--- config.mk ---
export PLATFORM = sky130hd
export DESIGN_NAME = rescue_operation_sequencer
export DESIGN_NICKNAME = d
export VERILOG_FILES = /design/src/inc/rescue_pkg.sv /design/src/design/rescue_operation_sequencer.sv /design/src/design/search_timer.sv
export SDC_FILE = /design/constraint.sdc
export NUM_CORES = 1
export LEC_CHECK = 0
export BUFFER_PORTS_ARGS = -buffer_cell sky130_fd_sc_hd__buf_2
export CORE_ASPECT_RATIO = 0.5
export CORE_MARGIN = 3
export CORE_UTILIZATION = 50
export DETAILED_ROUTE_END_ITERATION = 10
export PLACE_DENSITY = 0.64
export RECOVER_POWER = 100
export SLEW_MARGIN = 20
export SYNTH_ARGS = -nofsm -noshare
export SYNTH_HDL_FRONTEND = slang
export SYNTH_SLANG_ARGS = --single-unit
--- constraint.sdc ---
create_clock -name mclk -period 12.2 [get_ports mclk]
set_input_delay 1.83 -clock mclk [delete_from_list [all_inputs] [get_ports mclk]]
set_output_delay 1.83 -clock mclk [all_outputs]
set_load 0.01 [all_outputs]
--- src/inc/rescue_pkg.sv ---
// Function
// - Rescue input runs car at rescue speed.
// - Rescue torque limit in rescue, normal after.
// - Search enabled runs at each rescue start.
// - Search up then down, go lighter way.
// - Search runs use search speed reference.
// - Up lighter: stop, go up, both outputs close.
// - Down lighter: go on, only done closes.
// - Supply type, UPS power, UPS speed limit.
// - Flag deterioration against reference bus voltage.
// - Undervoltage fault on low supply or misconfiguration.
package rescue_pkg;
    // ------------------------------------------------------------
    // Register map
    // ------------------------------------------------------------
    localparam logic [3:0] CTRL_ADDR     = 4'h0;
    localparam logic [3:0] RSPEED_ADDR   = 4'h1;
    localparam logic [3:0] SSPEED_ADDR   = 4'h2;
    localparam logic [3:0] STIME_ADDR    = 4'h3;
    localparam logic [3:0] RTORQUE_ADDR  = 4'h4;
    localparam logic [3:0] NTORQUE_ADDR  = 4'h5;
    localparam logic [3:0] UPSPWR_ADDR   = 4'h6;
    localparam logic [3:0] REFBUS_ADDR   = 4'h7;
    localparam logic [3:0] DETLVL_ADDR   = 4'h8;
    localparam logic [3:0] STATUS_ADDR   = 4'h9;
    localparam logic [3:0] IRQST_ADDR    = 4'hA;
    localparam logic [3:0] IRQMSK_ADDR   = 4'hB;
    // ------------------------------------------------------------
    // Field positions
    // ------------------------------------------------------------
    localparam int CTRL_SEARCH_EN = 0;
    localparam int CTRL_UPS_LIM   = 1;
    localparam int CTRL_TYPE_LO   = 2;
    localparam int ST_RESCUE      = 0;
    localparam int ST_DONE        = 1;
    localparam int ST_LIGHT_UP    = 2;
    localparam int ST_DETER       = 3;
    localparam int ST_UV          = 4;
    localparam int IRQ_DONE       = 0;
    localparam int IRQ_DETER      = 1;
    localparam int IRQ_UV         = 2;
    localparam int IRQ_ENTRY      = 3;
    localparam int IRQ_W          = 4;
    // ------------------------------------------------------------
    // Reset values and codes
    // ------------------------------------------------------------
    localparam logic [15:0] CTRL_RST    = 16'h0000;
    localparam logic [15:0] RSPEED_RST  = 16'h0000;
    localparam logic [15:0] SSPEED_RST  = 16'h0000;
    localparam logic [15:0] STIME_RST   = 16'h0000;
    localparam logic [15:0] TORQUE_RST  = 16'h0000;
    localparam logic [15:0] UPSPWR_RST  = 16'h0000;
    localparam logic [15:0] REFBUS_RST  = 16'h0000;
    localparam logic [15:0] DETLVL_RST  = 16'h0000;
    localparam logic [1:0]  TYPE_BATTERY = 2'h0;
    // ------------------------------------------------------------
    // Timing
    // ------------------------------------------------------------
    localparam int unsigned CLK_PERIOD_NS = 100;
    localparam int unsigned SEARCH_UNIT_NS = 1000000;
    localparam int unsigned UNIT_CYCLES = SEARCH_UNIT_NS / CLK_PERIOD_NS;

    typedef enum logic [2:0] {
        ST_IDLE, ST_SRCH_UP, ST_SRCH_DN, ST_STOP, ST_TRAVEL
    } seq_state_t;
endpackage

--- src/design/rescue_operation_sequencer.sv ---
`timescale 1ns/10ps
`default_nettype none
module rescue_operation_sequencer #(
    parameter int unsigned TICK_CYCLES = rescue_pkg::UNIT_CYCLES,
    parameter logic [15:0] UV_LEVEL    = 16'h0073,
    parameter logic [15:0] UPS_GAIN    = 16'h0001
) (
    input  wire logic        mclk,
    input  wire logic        rstn,
    input  wire logic [3:0]  addr,
    input  wire logic [15:0] wdata,
    input  wire logic        wr,
    input  wire logic        rd,
    output logic      [15:0] rdata,
    input  wire logic        rescue_input_function,
    input  wire logic        up_cmd,
    input  wire logic        down_cmd,
    input  wire logic [15:0] bus_voltage,
    input  wire logic [15:0] load_meas,
    input  wire logic        zero_speed,
    output logic      [15:0] speed_ref,
    output logic             dir_up,
    output logic             run,
    output logic      [15:0] torque_limit,
    output logic             light_direction_output,
    output logic             search_done_output,
    output logic             control_supply_undervoltage_fault,
    output logic             deterioration,
    output logic             irq
);
    // ------------------------------------------------------------
    // Pin synchronisers
    // ------------------------------------------------------------
    logic [2:0] meta_q;
    logic [2:0] sync_q;
    always_ff @(posedge mclk or negedge rstn) begin
        if (!rstn) begin
            meta_q <= 3'h0;
            sync_q <= 3'h0;
        end else begin
            meta_q <= {down_cmd, up_cmd, rescue_input_function};
            sync_q <= meta_q;
        end
    end
    wire rescue_s = sync_q[0];
    wire up_s     = sync_q[1];
    wire down_s   = sync_q[2];
    wire cmd_s    = up_s | down_s;

    // ------------------------------------------------------------
    // Settings registers
    // ------------------------------------------------------------
    logic [15:0] ctrl_q, rescue_speed_ref, search_speed_ref, search_run_time;
    logic [15:0] rescue_torque_limit, normal_torque_limits, ups_power_value;
    logic [15:0] reference_bus_voltage, deterioration_level;
    localparam int IRQ_W_L = rescue_pkg::IRQ_W - 1;
    logic [IRQ_W_L:0] irq_st_q, irq_msk_q;

    wire wr_irqs = wr && addr == rescue_pkg::IRQST_ADDR;
    wire search_enable          = ctrl_q[rescue_pkg::CTRL_SEARCH_EN];
    wire ups_speed_limit_select = ctrl_q[rescue_pkg::CTRL_UPS_LIM];
    wire [1:0] backup_supply_type = ctrl_q[rescue_pkg::CTRL_TYPE_LO +: 2];

    always_ff @(posedge mclk or negedge rstn) begin
        if (!rstn) begin
            ctrl_q                <= rescue_pkg::CTRL_RST;
            rescue_speed_ref      <= rescue_pkg::RSPEED_RST;
            search_speed_ref      <= rescue_pkg::SSPEED_RST;
            search_run_time       <= rescue_pkg::STIME_RST;
            rescue_torque_limit   <= rescue_pkg::TORQUE_RST;
            normal_torque_limits  <= rescue_pkg::TORQUE_RST;
            ups_power_value       <= rescue_pkg::UPSPWR_RST;
            reference_bus_voltage <= rescue_pkg::REFBUS_RST;
            deterioration_level   <= rescue_pkg::DETLVL_RST;
            irq_msk_q             <= '0;
        end else if (wr) begin
            unique case (addr)
                rescue_pkg::CTRL_ADDR:    ctrl_q                <= wdata;
                rescue_pkg::RSPEED_ADDR:  rescue_speed_ref      <= wdata;
                rescue_pkg::SSPEED_ADDR:  search_speed_ref      <= wdata;
                rescue_pkg::STIME_ADDR:   search_run_time       <= wdata;
                rescue_pkg::RTORQUE_ADDR: rescue_torque_limit   <= wdata;
                rescue_pkg::NTORQUE_ADDR: normal_torque_limits  <= wdata;
                rescue_pkg::UPSPWR_ADDR:  ups_power_value       <= wdata;
                rescue_pkg::REFBUS_ADDR:  reference_bus_voltage <= wdata;
                rescue_pkg::DETLVL_ADDR:  deterioration_level   <= wdata;
                rescue_pkg::IRQMSK_ADDR:  irq_msk_q             <= wdata[IRQ_W_L:0];
                default: ;
            endcase
        end
    end

    // ------------------------------------------------------------
    // Speed limit from UPS power
    // ------------------------------------------------------------
    wire [31:0] ups_prod = ups_power_value * UPS_GAIN;
    wire ups_lim_on = ups_speed_limit_select && backup_supply_type != rescue_pkg::TYPE_BATTERY;
    wire [15:0] ups_cap = (ups_prod[31:16] != 16'h0) ? 16'hFFFF : ups_prod[15:0];
    wire [15:0] rescue_lim = (ups_lim_on && ups_cap < rescue_speed_ref) ? ups_cap
                                                                          : rescue_speed_ref;

    // ------------------------------------------------------------
    // Direction search sequencer
    // ------------------------------------------------------------
    rescue_pkg::seq_state_t state_q, state_d;
    logic        done_q, light_up_q, rescue_q;
    logic [31:0] acc_up_q, acc_dn_q;
    logic        tmr_start, tmr_exp;

    // The last down sample arrives on the deciding edge; adding it here gives both runs
    // the same number of samples, so equal loads really compare equal.
    wire [31:0] acc_dn_now = acc_dn_q + {16'h0, load_meas};
    wire up_lighter = acc_up_q < acc_dn_now;
    wire start_search = search_enable && !done_q && cmd_s;

    always_comb begin
        state_d   = state_q;
        tmr_start = 1'b0;
        unique case (state_q)
            rescue_pkg::ST_IDLE: begin
                if (rescue_s && start_search) begin
                    state_d   = rescue_pkg::ST_SRCH_UP;
                    tmr_start = 1'b1;
                end else if (rescue_s && cmd_s) begin
                    state_d = rescue_pkg::ST_TRAVEL;
                end
            end
            rescue_pkg::ST_SRCH_UP: begin
                if (tmr_exp) begin
                    state_d   = rescue_pkg::ST_SRCH_DN;
                    tmr_start = 1'b1;
                end
            end
            rescue_pkg::ST_SRCH_DN: begin
                if (tmr_exp) begin
                    state_d = up_lighter ? rescue_pkg::ST_STOP
                                         : rescue_pkg::ST_TRAVEL;
                end
            end
            rescue_pkg::ST_STOP: begin
                if (zero_speed) begin
                    state_d = rescue_pkg::ST_TRAVEL;
                end
            end
            rescue_pkg::ST_TRAVEL: begin
                if (!cmd_s) begin
                    state_d = rescue_pkg::ST_IDLE;
                end
            end
        endcase
        if (!rescue_s) begin
            state_d   = rescue_pkg::ST_IDLE;
            tmr_start = 1'b0;
        end
    end

    search_timer #(
        .TICK_CYCLES (TICK_CYCLES)
    ) u_timer (
        .mclk    (mclk),
        .rstn    (rstn),
        .start   (tmr_start),
        .units   (search_run_time),
        .expired (tmr_exp)
    );

    wire in_up = state_q == rescue_pkg::ST_SRCH_UP;
    wire in_dn = state_q == rescue_pkg::ST_SRCH_DN;
    wire search_end = in_dn && tmr_exp;
    wire [31:0] load_ext = {16'h0, load_meas};

    always_ff @(posedge mclk or negedge rstn) begin
        if (!rstn) begin
            state_q    <= rescue_pkg::ST_IDLE;
            done_q     <= 1'b0;
            light_up_q <= 1'b0;
            rescue_q   <= 1'b0;
            acc_up_q   <= 32'h0;
            acc_dn_q   <= 32'h0;
        end else begin
            state_q  <= state_d;
            rescue_q <= rescue_s;
            if (!rescue_s) begin
                done_q     <= 1'b0;
                light_up_q <= 1'b0;
            end else if (search_end) begin
                done_q     <= 1'b1;
                light_up_q <= up_lighter;
            end
            if (tmr_start && state_q == rescue_pkg::ST_IDLE) begin
                acc_up_q <= 32'h0;
                acc_dn_q <= 32'h0;
            end else if (in_up) begin
                acc_up_q <= acc_up_q + load_ext;
            end else if (in_dn) begin
                acc_dn_q <= acc_dn_q + load_ext;
            end
        end
    end

    // ------------------------------------------------------------
    // Supply supervision
    // ------------------------------------------------------------
    wire misconfig = search_enable && (search_run_time == 16'h0 || search_speed_ref == 16'h0);
    wire uv_now = rescue_s && (bus_voltage < UV_LEVEL || misconfig);
    wire [16:0] det_sum = {1'b0, bus_voltage} + {1'b0, deterioration_level};
    wire det_now = rescue_s && run && det_sum < {1'b0, reference_bus_voltage};

    // ------------------------------------------------------------
    // Drive outputs, all registered
    // ------------------------------------------------------------
    wire searching = in_up || in_dn;
    wire travel    = state_q == rescue_pkg::ST_TRAVEL;
    wire [15:0] speed_d = searching ? search_speed_ref : travel ? rescue_lim : 16'h0;
    wire dir_d = in_up || (travel && (done_q ? light_up_q : up_s));

    always_ff @(posedge mclk or negedge rstn) begin
        if (!rstn) begin
            speed_ref                         <= 16'h0;
            dir_up                            <= 1'b0;
            run                               <= 1'b0;
            torque_limit                      <= rescue_pkg::TORQUE_RST;
            light_direction_output            <= 1'b0;
            search_done_output                <= 1'b0;
            control_supply_undervoltage_fault <= 1'b0;
            deterioration                     <= 1'b0;
        end else begin
            speed_ref <= speed_d;
            dir_up    <= dir_d;
            run       <= searching || travel;
            torque_limit <= rescue_s ? rescue_torque_limit : normal_torque_limits;
            light_direction_output <= light_up_q;
            search_done_output     <= done_q;
            if (!rescue_s) begin
                control_supply_undervoltage_fault <= 1'b0;
                deterioration                     <= 1'b0;
            end else begin
                if (uv_now) control_supply_undervoltage_fault <= 1'b1;
                if (det_now) deterioration <= 1'b1;
            end
        end
    end

    // ------------------------------------------------------------
    // Interrupts and read back
    // ------------------------------------------------------------
    // Hardware set wins over a software clear in the same cycle.
    wire [IRQ_W_L:0] irq_ev = {rescue_s && !rescue_q,
                               uv_now && !control_supply_undervoltage_fault,
                               det_now && !deterioration, search_end};
    wire [IRQ_W_L:0] irq_clr = wr_irqs ? wdata[IRQ_W_L:0] : '0;
    wire [15:0] status_w = {11'h0, control_supply_undervoltage_fault, deterioration,
                            light_up_q, done_q, rescue_s};
    logic [15:0] rd_mux;
    always_comb begin
        unique case (addr)
            rescue_pkg::CTRL_ADDR:    rd_mux = ctrl_q;
            rescue_pkg::RSPEED_ADDR:  rd_mux = rescue_speed_ref;
            rescue_pkg::SSPEED_ADDR:  rd_mux = search_speed_ref;
            rescue_pkg::STIME_ADDR:   rd_mux = search_run_time;
            rescue_pkg::RTORQUE_ADDR: rd_mux = rescue_torque_limit;
            rescue_pkg::NTORQUE_ADDR: rd_mux = normal_torque_limits;
            rescue_pkg::UPSPWR_ADDR:  rd_mux = ups_power_value;
            rescue_pkg::REFBUS_ADDR:  rd_mux = reference_bus_voltage;
            rescue_pkg::DETLVL_ADDR:  rd_mux = deterioration_level;
            rescue_pkg::STATUS_ADDR:  rd_mux = status_w;
            rescue_pkg::IRQST_ADDR:   rd_mux = {12'h0, irq_st_q};
            rescue_pkg::IRQMSK_ADDR:  rd_mux = {12'h0, irq_msk_q};
            default:                  rd_mux = 16'h0;
        endcase
    end

    always_ff @(posedge mclk or negedge rstn) begin
        if (!rstn) begin
            irq_st_q <= '0;
            irq      <= 1'b0;
            rdata    <= 16'h0;
        end else begin
            irq_st_q <= (irq_st_q & ~irq_clr) | irq_ev;
            irq      <= |(((irq_st_q & ~irq_clr) | irq_ev) & irq_msk_q);
            rdata    <= rd ? rd_mux : 16'h0;
        end
    end

    // ------------------------------------------------------------
    // Checks
    // ------------------------------------------------------------
    rescue_speed_a: assert property (@(posedge mclk) disable iff (!rstn)
        travel |=> speed_ref == $past(rescue_lim) && run)
        else $error("rescue travel speed wrong");
    torque_sel_a: assert property (@(posedge mclk) disable iff (!rstn)
        1'b1 |=> torque_limit == ($past(rescue_s) ? $past(rescue_torque_limit)
                                                  : $past(normal_torque_limits)))
        else $error("torque limit not selected by mode");
    search_start_a: assert property (@(posedge mclk) disable iff (!rstn)
        state_q == rescue_pkg::ST_IDLE && rescue_s && start_search
        |=> state_q == rescue_pkg::ST_SRCH_UP ##1 dir_up && speed_ref == search_speed_ref)
        else $error("search did not start upward");
    search_order_a: assert property (@(posedge mclk) disable iff (!rstn)
        in_up && tmr_exp && rescue_s |=> in_dn ##1 !dir_up)
        else $error("search order wrong");
    search_speed_a: assert property (@(posedge mclk) disable iff (!rstn)
        searching |=> speed_ref == $past(search_speed_ref))
        else $error("search speed not used");
    up_stop_a: assert property (@(posedge mclk) disable iff (!rstn)
        search_end && rescue_s && up_lighter
        |=> state_q == rescue_pkg::ST_STOP ##1 light_direction_output && search_done_output
            && speed_ref == 16'h0)
        else $error("up lighter handling wrong");
    down_go_a: assert property (@(posedge mclk) disable iff (!rstn)
        search_end && rescue_s && !up_lighter && cmd_s
        |=> travel ##1 !light_direction_output && search_done_output && !dir_up)
        else $error("down lighter handling wrong");
    uv_flag_a: assert property (@(posedge mclk) disable iff (!rstn)
        uv_now |=> control_supply_undervoltage_fault)
        else $error("undervoltage fault not raised");
    deter_flag_a: assert property (@(posedge mclk) disable iff (!rstn)
        det_now |=> deterioration)
        else $error("deterioration not flagged");
endmodule
`default_nettype wire

--- src/design/search_timer.sv ---
`timescale 1ns/10ps
`default_nettype none
module search_timer #(
    parameter int unsigned TICK_CYCLES = rescue_pkg::UNIT_CYCLES
) (
    input  wire logic        mclk,
    input  wire logic        rstn,
    input  wire logic        start,
    input  wire logic [15:0] units,
    output logic             expired
);
    // ------------------------------------------------------------
    // Prescaler to whole time units, then a unit count down.
    // ------------------------------------------------------------
    logic [31:0] pre_q;
    logic [15:0] left_q;
    logic        busy_q;
    wire         tick = (pre_q == TICK_CYCLES - 1);

    always_ff @(posedge mclk or negedge rstn) begin
        if (!rstn) begin
            pre_q   <= 32'h0;
            left_q  <= 16'h0;
            busy_q  <= 1'b0;
            expired <= 1'b0;
        end else if (start) begin
            pre_q   <= 32'h0;
            left_q  <= units;
            busy_q  <= (units != 16'h0);
            expired <= (units == 16'h0);
        end else if (busy_q) begin
            pre_q <= tick ? 32'h0 : pre_q + 32'h1;
            if (tick) begin
                left_q  <= left_q - 16'h1;
                busy_q  <= (left_q != 16'h1);
                expired <= (left_q == 16'h1);
            end
        end else begin
            expired <= 1'b0;
        end
    end
endmodule
`default_nettype wire

==> Word level (Yosys, flattened, before mapping) <==
Cells that the tools add are included.
{ "word_totals": {"out_inout_bits": 55, "ramBits": 0, "memories": 0, "mem_bits_ro": 0, "elab_cells": 171, "latchBits": 0, "in_bits": 60, "register_bits": 333} }
{ "classes": {"div": 0, "reduce_logical": 50, "eq_ne": 28, "n_mux": 46, "shift": 0, "n_addsub": 5, "bitwise": 5, "order_cmp": 4, "n_mul": 0} }
{ "op_table": {"columns": ["cell", "count"], "rows": [
  ["two-way mux 32 bit", 8],
  ["case mux 16 bit (12 select lines)", 1],
  ["two-way mux 16 bit", 8],
  ["adder 32 x 16 -> 32 bit", 2],
  ["adder 32 x 1 -> 32 bit (second input constant)", 1],
  ["equality test 32 x 14 -> 1 bit (second input constant)", 1],
  ["zero test 16 bit", 2],
  ["less-than comparator 32 bit", 1],
  ["two-way mux 3 bit", 8],
  ["AND reduction 2 bit", 12],
  ["two-way mux 1 bit", 18],
  ["adder 16 x 16 -> 17 bit", 1],
  ["logical AND 1 bit", 17],
  ["less-than comparator 17 x 16 -> 1 bit", 1],
  ["equality test 16 x 1 -> 1 bit (second input constant)", 1],
  ["equality test 4 x 3 -> 1 bit (second input constant)", 4],
  ["equality test 4 bit (second input constant)", 4],
  ["less-than comparator 16 bit", 1],
  ["less-than comparator 16 x 7 -> 1 bit (second input constant)", 1],
  ["!= test 16 x 1 -> 1 bit (second input constant)", 1],
  ["nonzero test 16 bit", 1],
  ["subtractor 16 x 1 -> 16 bit (second input constant)", 1],
  ["case mux 3 bit (5 select lines)", 1],
  ["nonzero test 2 bit", 5],
  ["21 further kinds", 37]
]} }

==> Depth between registers and ports, before layout <==
{ "logic_depth": {"ltp_word": 10, "mapped_depth": 21, "mapped_depth_nobuf": 20} }

==> Hierarchy <==
A second synthesis with hierarchy kept.
{ "hier_totals": {"cells_unflattened": 1889, "area_unflattened_um2": 19229.7} }
{ "modules_own_cells": {"columns": ["module", "seq_area_each_um2", "cells_each", "area_per_inst_um2", "n_inst"], "rows": [
  ["rescue_operation_sequencer", 7081.8, 1539, 16173.0, 1],
  ["search_timer", 1251.2, 350, 3056.7, 1]
]} }

==> Least setup slack after synthesis <==
No wires, ideal clock.
{ "synth_timing": {"path_kind": "in2reg", "from": "input port load_meas[0]", "to": "register state_q[2]", "arrival_ps": 5456, "required_time_ps": 12081, "setup_time_ps": 119, "path_buffers": 0, "stages": 20, "slack_ps": 6625, "cell_sequence": "ha_1 -> inv_1 -> fa_1 -> nor2b_1 -> o31a_1 -> o22ai_2 -> o31ai_4 -> a31oi_4 -> o21ai_0 -> nand3_1 -> xor2_1 -> ha_1 -> a41o_1 -> a211oi_1 -> o21ai_0 -> a22oi_1 -> o21ai_0 -> a21oi_1 -> a21boi_0 -> o21a_1"} }
{ "synth_between": {"elab_chain_len": 6} }
{ "synth_lines": {"columns": ["item", "line_no", "text"], "rows": [
  ["start, declared", "rescue_operation_sequencer.sv:19", "input wire logic [15:0] load_meas,"],
  ["adder 32 x 16 -> 32 bit", "rescue_operation_sequencer.sv:112", "wire [31:0] acc_dn_now = acc_dn_q + {16'h0, load_meas};"],
  ["less-than comparator 32 bit", "rescue_operation_sequencer.sv:113", "wire up_lighter = acc_up_q < acc_dn_now;"],
  ["two-way mux 3 bit", "rescue_operation_sequencer.sv:136", "state_d = up_lighter ? rescue_pkg::ST_STOP"],
  ["two-way mux 3 bit", "rescue_operation_sequencer.sv:135", "if (tmr_exp) begin"],
  ["case mux 3 bit (5 select lines)", "rescue_operation_sequencer.sv:119", "unique case (state_q)"],
  ["two-way mux 3 bit", "rescue_operation_sequencer.sv:151", "if (!rescue_s) begin"],
  ["end signal, assigned", "rescue_operation_sequencer.sv:174", "state_q <= rescue_pkg::ST_IDLE;"],
  ["end signal, assigned", "rescue_operation_sequencer.sv:181", "state_q <= state_d;"],
  ["end, declared", "rescue_operation_sequencer.sv:105", "rescue_pkg::seq_state_t state_q, state_d;"]
]} }
Every way passes these cells. The select of a mux whose other input is x is not followed.
A chain may end at the register's enable or synchronous reset.

==> flow_summary.toml <==
[clock_tree]
hold_buffers = 0
htreeDepth = 1
cts_made_buffers = 31
clock_path_buffers = 3
tritoncts = "yes"
cts_resized = 0
post_cts_buffers = 0
clk_latency_ns = 0.60
clk_pin_slew_ns = 0.06
clock-sinks = 333
root_buffer = "clkbuf_16"

[floorplan]
die_w_um = 281.0
fp-row-count = 49
chipHeight_um = 143.5
ios = 115
start_util_pct = 51.64
core-area_um2 = 36600
die_area_um2 = 40310

[sta]
worst_pin_slew_ns = 5.711
clock_skew_ns = 0.02185
post-route-period-util_pct = 53.37
fin_crit_ns = 6.512
finalSetupTns_ns = 0
setup_slack_ns = 5.688
setup_viol_count_final = 0
final_max_slew_viol_count = 256
whs_ns = 0.3508
fmax_mhz = 153.6
finalHoldViolations = 0
rsz0062_at_grt = "no"
slew_headroom_pct = -280.7

[layout]
final_core_util_pct = 56.64
num-nets-final = 2119
drive_gt1_share_pct = 14.87
syn_to_final_growth_pct = 9.678

[yosys]
synth_common_cells = "333 x dfrtp_1, 170 x mux2_2, 155 x nand2_1"
yosys_warnings = 0
synth_area_leaders = "dfrtp_1 44%, mux2_2 10%, ha_1 7.4%"
yosysUniqueCellTypes = 78
syn_inst = 1859
synth_fp_nets = 2034
ys_ff_latch = 333
synth_top_cell_by_area = "dfrtp_1"
syn_area_um2 = 18900
synth-main-ff-cell = "dfrtp_1"
synth_top_area_share_pct = 44.09
synth_edf_count = 0
synth.yosys.seq_area_share_pct = 44.09
avgSynthCellArea_um2 = 10.17
yosysMostFrequentCell = "dfrtp_1"
synthArstFlopShare_pct = 100.0

[worst_setup_path]
rr_startpoint = "sync_q[0]$_DFF_PN0_"
crit_family = "buffers and inverters"
path_cells = "clkbuf_1"
cp_num_buf_inv = 1
r2r_cells = 10
end_kind = "asynchronous set/reset pin"
regToRegSetupSlack_ns = 6.72
critical_path.max_fanout = 99
r2r-end = "u_timer.pre_q[22]$_DFFE_PN0N_"
cp-start-kind = "input port"
slowest_stage = "clkbuf_1"
cp_slowest_stage_delay_ns = 3.92
required_ns = 11.51
setup.worst_path.class = "input port to asynchronous set/reset pin"
crit_arrival_ns = 5.82

[routing]
wl_per_cell_um = 20.46
drt_wl_total_um = 50160
remaining_drc_errors = 0
vias_per_cell = 6.015
route.vias.total = 14750
drtPass1Iterations = 6
drtIter0Drc = 1135
postRouteAntennaNets = 0

[global_routing]
grt_overflow = 0
antenna_found_initial = 4
grt_max_degree = 165
grt.total_usage_pct = 25.01
grt_first_pass_wirelength_um = 79970
grt_pass1_vias = 14420

[power_and_ir_drop]
p_sw_share_pct = 35.31
netSwitchingPower_uw = 1290
pwr_density_cell_nw_per_um2 = 176.2
pwr-share-comb_pct = 31.2
peakVddDrop_mv = 0.08113
p_leak_uw = 0.009347
p_seq_share_pct = 42.0
clkPwrFrac_pct = 26.7
p_int_uw = 2364

[place]
preCtsSetupSlack_ns = 5.983
dpl.hpwl_um = 34890
io_buffer_count = 114
place_congestion = 0.8571

[outcome]
violations = "capacitance limit, slew limit"
status = "complete, but fails checks"

[min_path]
hold_path_class = "flip-flop to flip-flop"
holdPathEnd = "sync_q[1]$_DFF_PN0_"
whs_path_depth = 0
hold_start = "meta_q[1]$_DFF_PN0_"

[flow_run]
maxCapViolations = 6
## flip-flops by register name (all words and copies together), names as in the netlist, 3 cells and up
register,count
acc_dn_q,32
acc_up_q,32
u_timer.pre_q,32
ctrl_q,16
deterioration_level,16
normal_torque_limits,16
rdata,16
reference_bus_voltage,16
rescue_speed_ref,16
rescue_torque_limit,16
search_run_time,16
search_speed_ref,16
speed_ref,16
torque_limit,16
u_timer.left_q,16
ups_power_value,16
irq_msk_q,4
irq_st_q,4
meta_q,3
state_q,3
sync_q,3
## worst register-to-register path, cell delays in order, from the launching register on
cell,delay [ns]
dfrtp_1,0.32
clkbuf_1,1.29
nand2_1,0.16
nor3_1,0.43
and2_0,0.77
o21a_1,0.23
clkbuf_1,1.19
nor2_1,0.07
clkbuf_1,0.46
o21ai_0,0.31
o41ai_1,0.10
## stage by stage
stage | area, µm² | cells | total power, µW
detailed placement | 19930 | 2395 | 2707
finish | 20730 | 2452 | 3654
global route | 20730 | 2451 | 3892
floorplan | 18900 | 1859 | 2339
CTS | 20920 | 2448 | 3695
global placement | 19930 | 2395 | 2682
## power by group through the flow
stage | Sequential, µW | Clock, µW | Combinational [µW]
6_report | 1540 | 977 | 1140
3_3_place_gp | 1550 | 0 | 1140
5_1_grt | 1560 | 1040 | 1290
3_5_place_dp | 1550 | 0 | 1160
4_1_cts | 1530 | 993 | 1170
2_1_floorplan | 1490 | 0 | 853
## layout by cell type (no fill, tap or decap), types with 14 or more instances in the layout
| cell | instances |
|---|---|
| buf_2 | 53 |
| nor3_1 | 39 |
| a22o_1 | 14 |
| a21o_1 | 28 |
| nor2b_1 | 17 |
| xor2_1 | 32 |
| a22oi_1 | 33 |
| nand2_1 | 155 |
| nand4_1 | 30 |
| nor2_1 | 103 |
| nor4_1 | 25 |
| nand2b_1 | 19 |
| and3_1 | 29 |
| mux2i_1 | 34 |
| clkbuf_1 | 74 |
| dfrtp_1 | 333 |
| mux2_2 | 165 |
| a21oi_1 | 56 |
| nand3_1 | 77 |
| inv_1 | 69 |
| clkbuf_16 | 31 |
| xnor2_1 | 44 |
| o31ai_1 | 14 |
| o21a_1 | 16 |
| ha_1 | 112 |
| o21ai_0 | 150 |
| a31oi_1 | 24 |
## per-layer routing
layer / vias up / global-route usage [%] / part of all wire, %
met5: - / 0 / 0
met1: 7289 / 34.76 / 46
met4: 0 / 7.353 / 2.8
li1: 7013 / - / -
met3: 79 / 3.425 / 4.7
met2: 369 / 41.23 / 46
## cells by family (layout without fill, tap and decap cells)
| kind of cell | Yosys count | after routing | synth area share [%] |
|---|---|---|---|
| flops | 333 | 333 | 44.09 |
| mux | 205 | 205 | 12.05 |
| buf+inv | 148 | 253 | 3.045 |
| simple gates | 550 | 550 | 14.37 |
| fa+ha+maj | 115 | 115 | 7.732 |
| xor+xnor | 76 | 76 | 3.522 |
| compound gates | 432 | 432 | 15.19 |
| other cells | 0 | 4 | 0 |
## final cells by class
type,instances,area [µm²]
Clock buffer,41,883.3
Tap cell,484,605.6
Timing Repair Buffer,131,596.8
Fill cell,3254,15870
Inverter,69,259.0
Sequential cell,333,8333
Clock inverter,12,110.1
Antenna cell,4,10.01
Multi-Input combinational cell,1378,9932
## worst max-delay path by stage
stage                 start                        endpoint  depth (start not counted)
2_1_floorplan  load_meas[0]          state_q[2]$_DFFE_PN0P_                         20
3_3_place_gp   load_meas[0]          state_q[2]$_DFFE_PN0P_                         21
3_5_place_dp   load_meas[0]          state_q[2]$_DFFE_PN0P_                         21
4_1_cts        load_meas[0]          state_q[2]$_DFFE_PN0P_                         21
5_1_grt                rstn  search_run_time[9]$_DFFE_PN0P_                          1
6_report               rstn             sync_q[2]$_DFF_PN0_                          1
No activity file was read; power rests on OpenSTA's default activity.
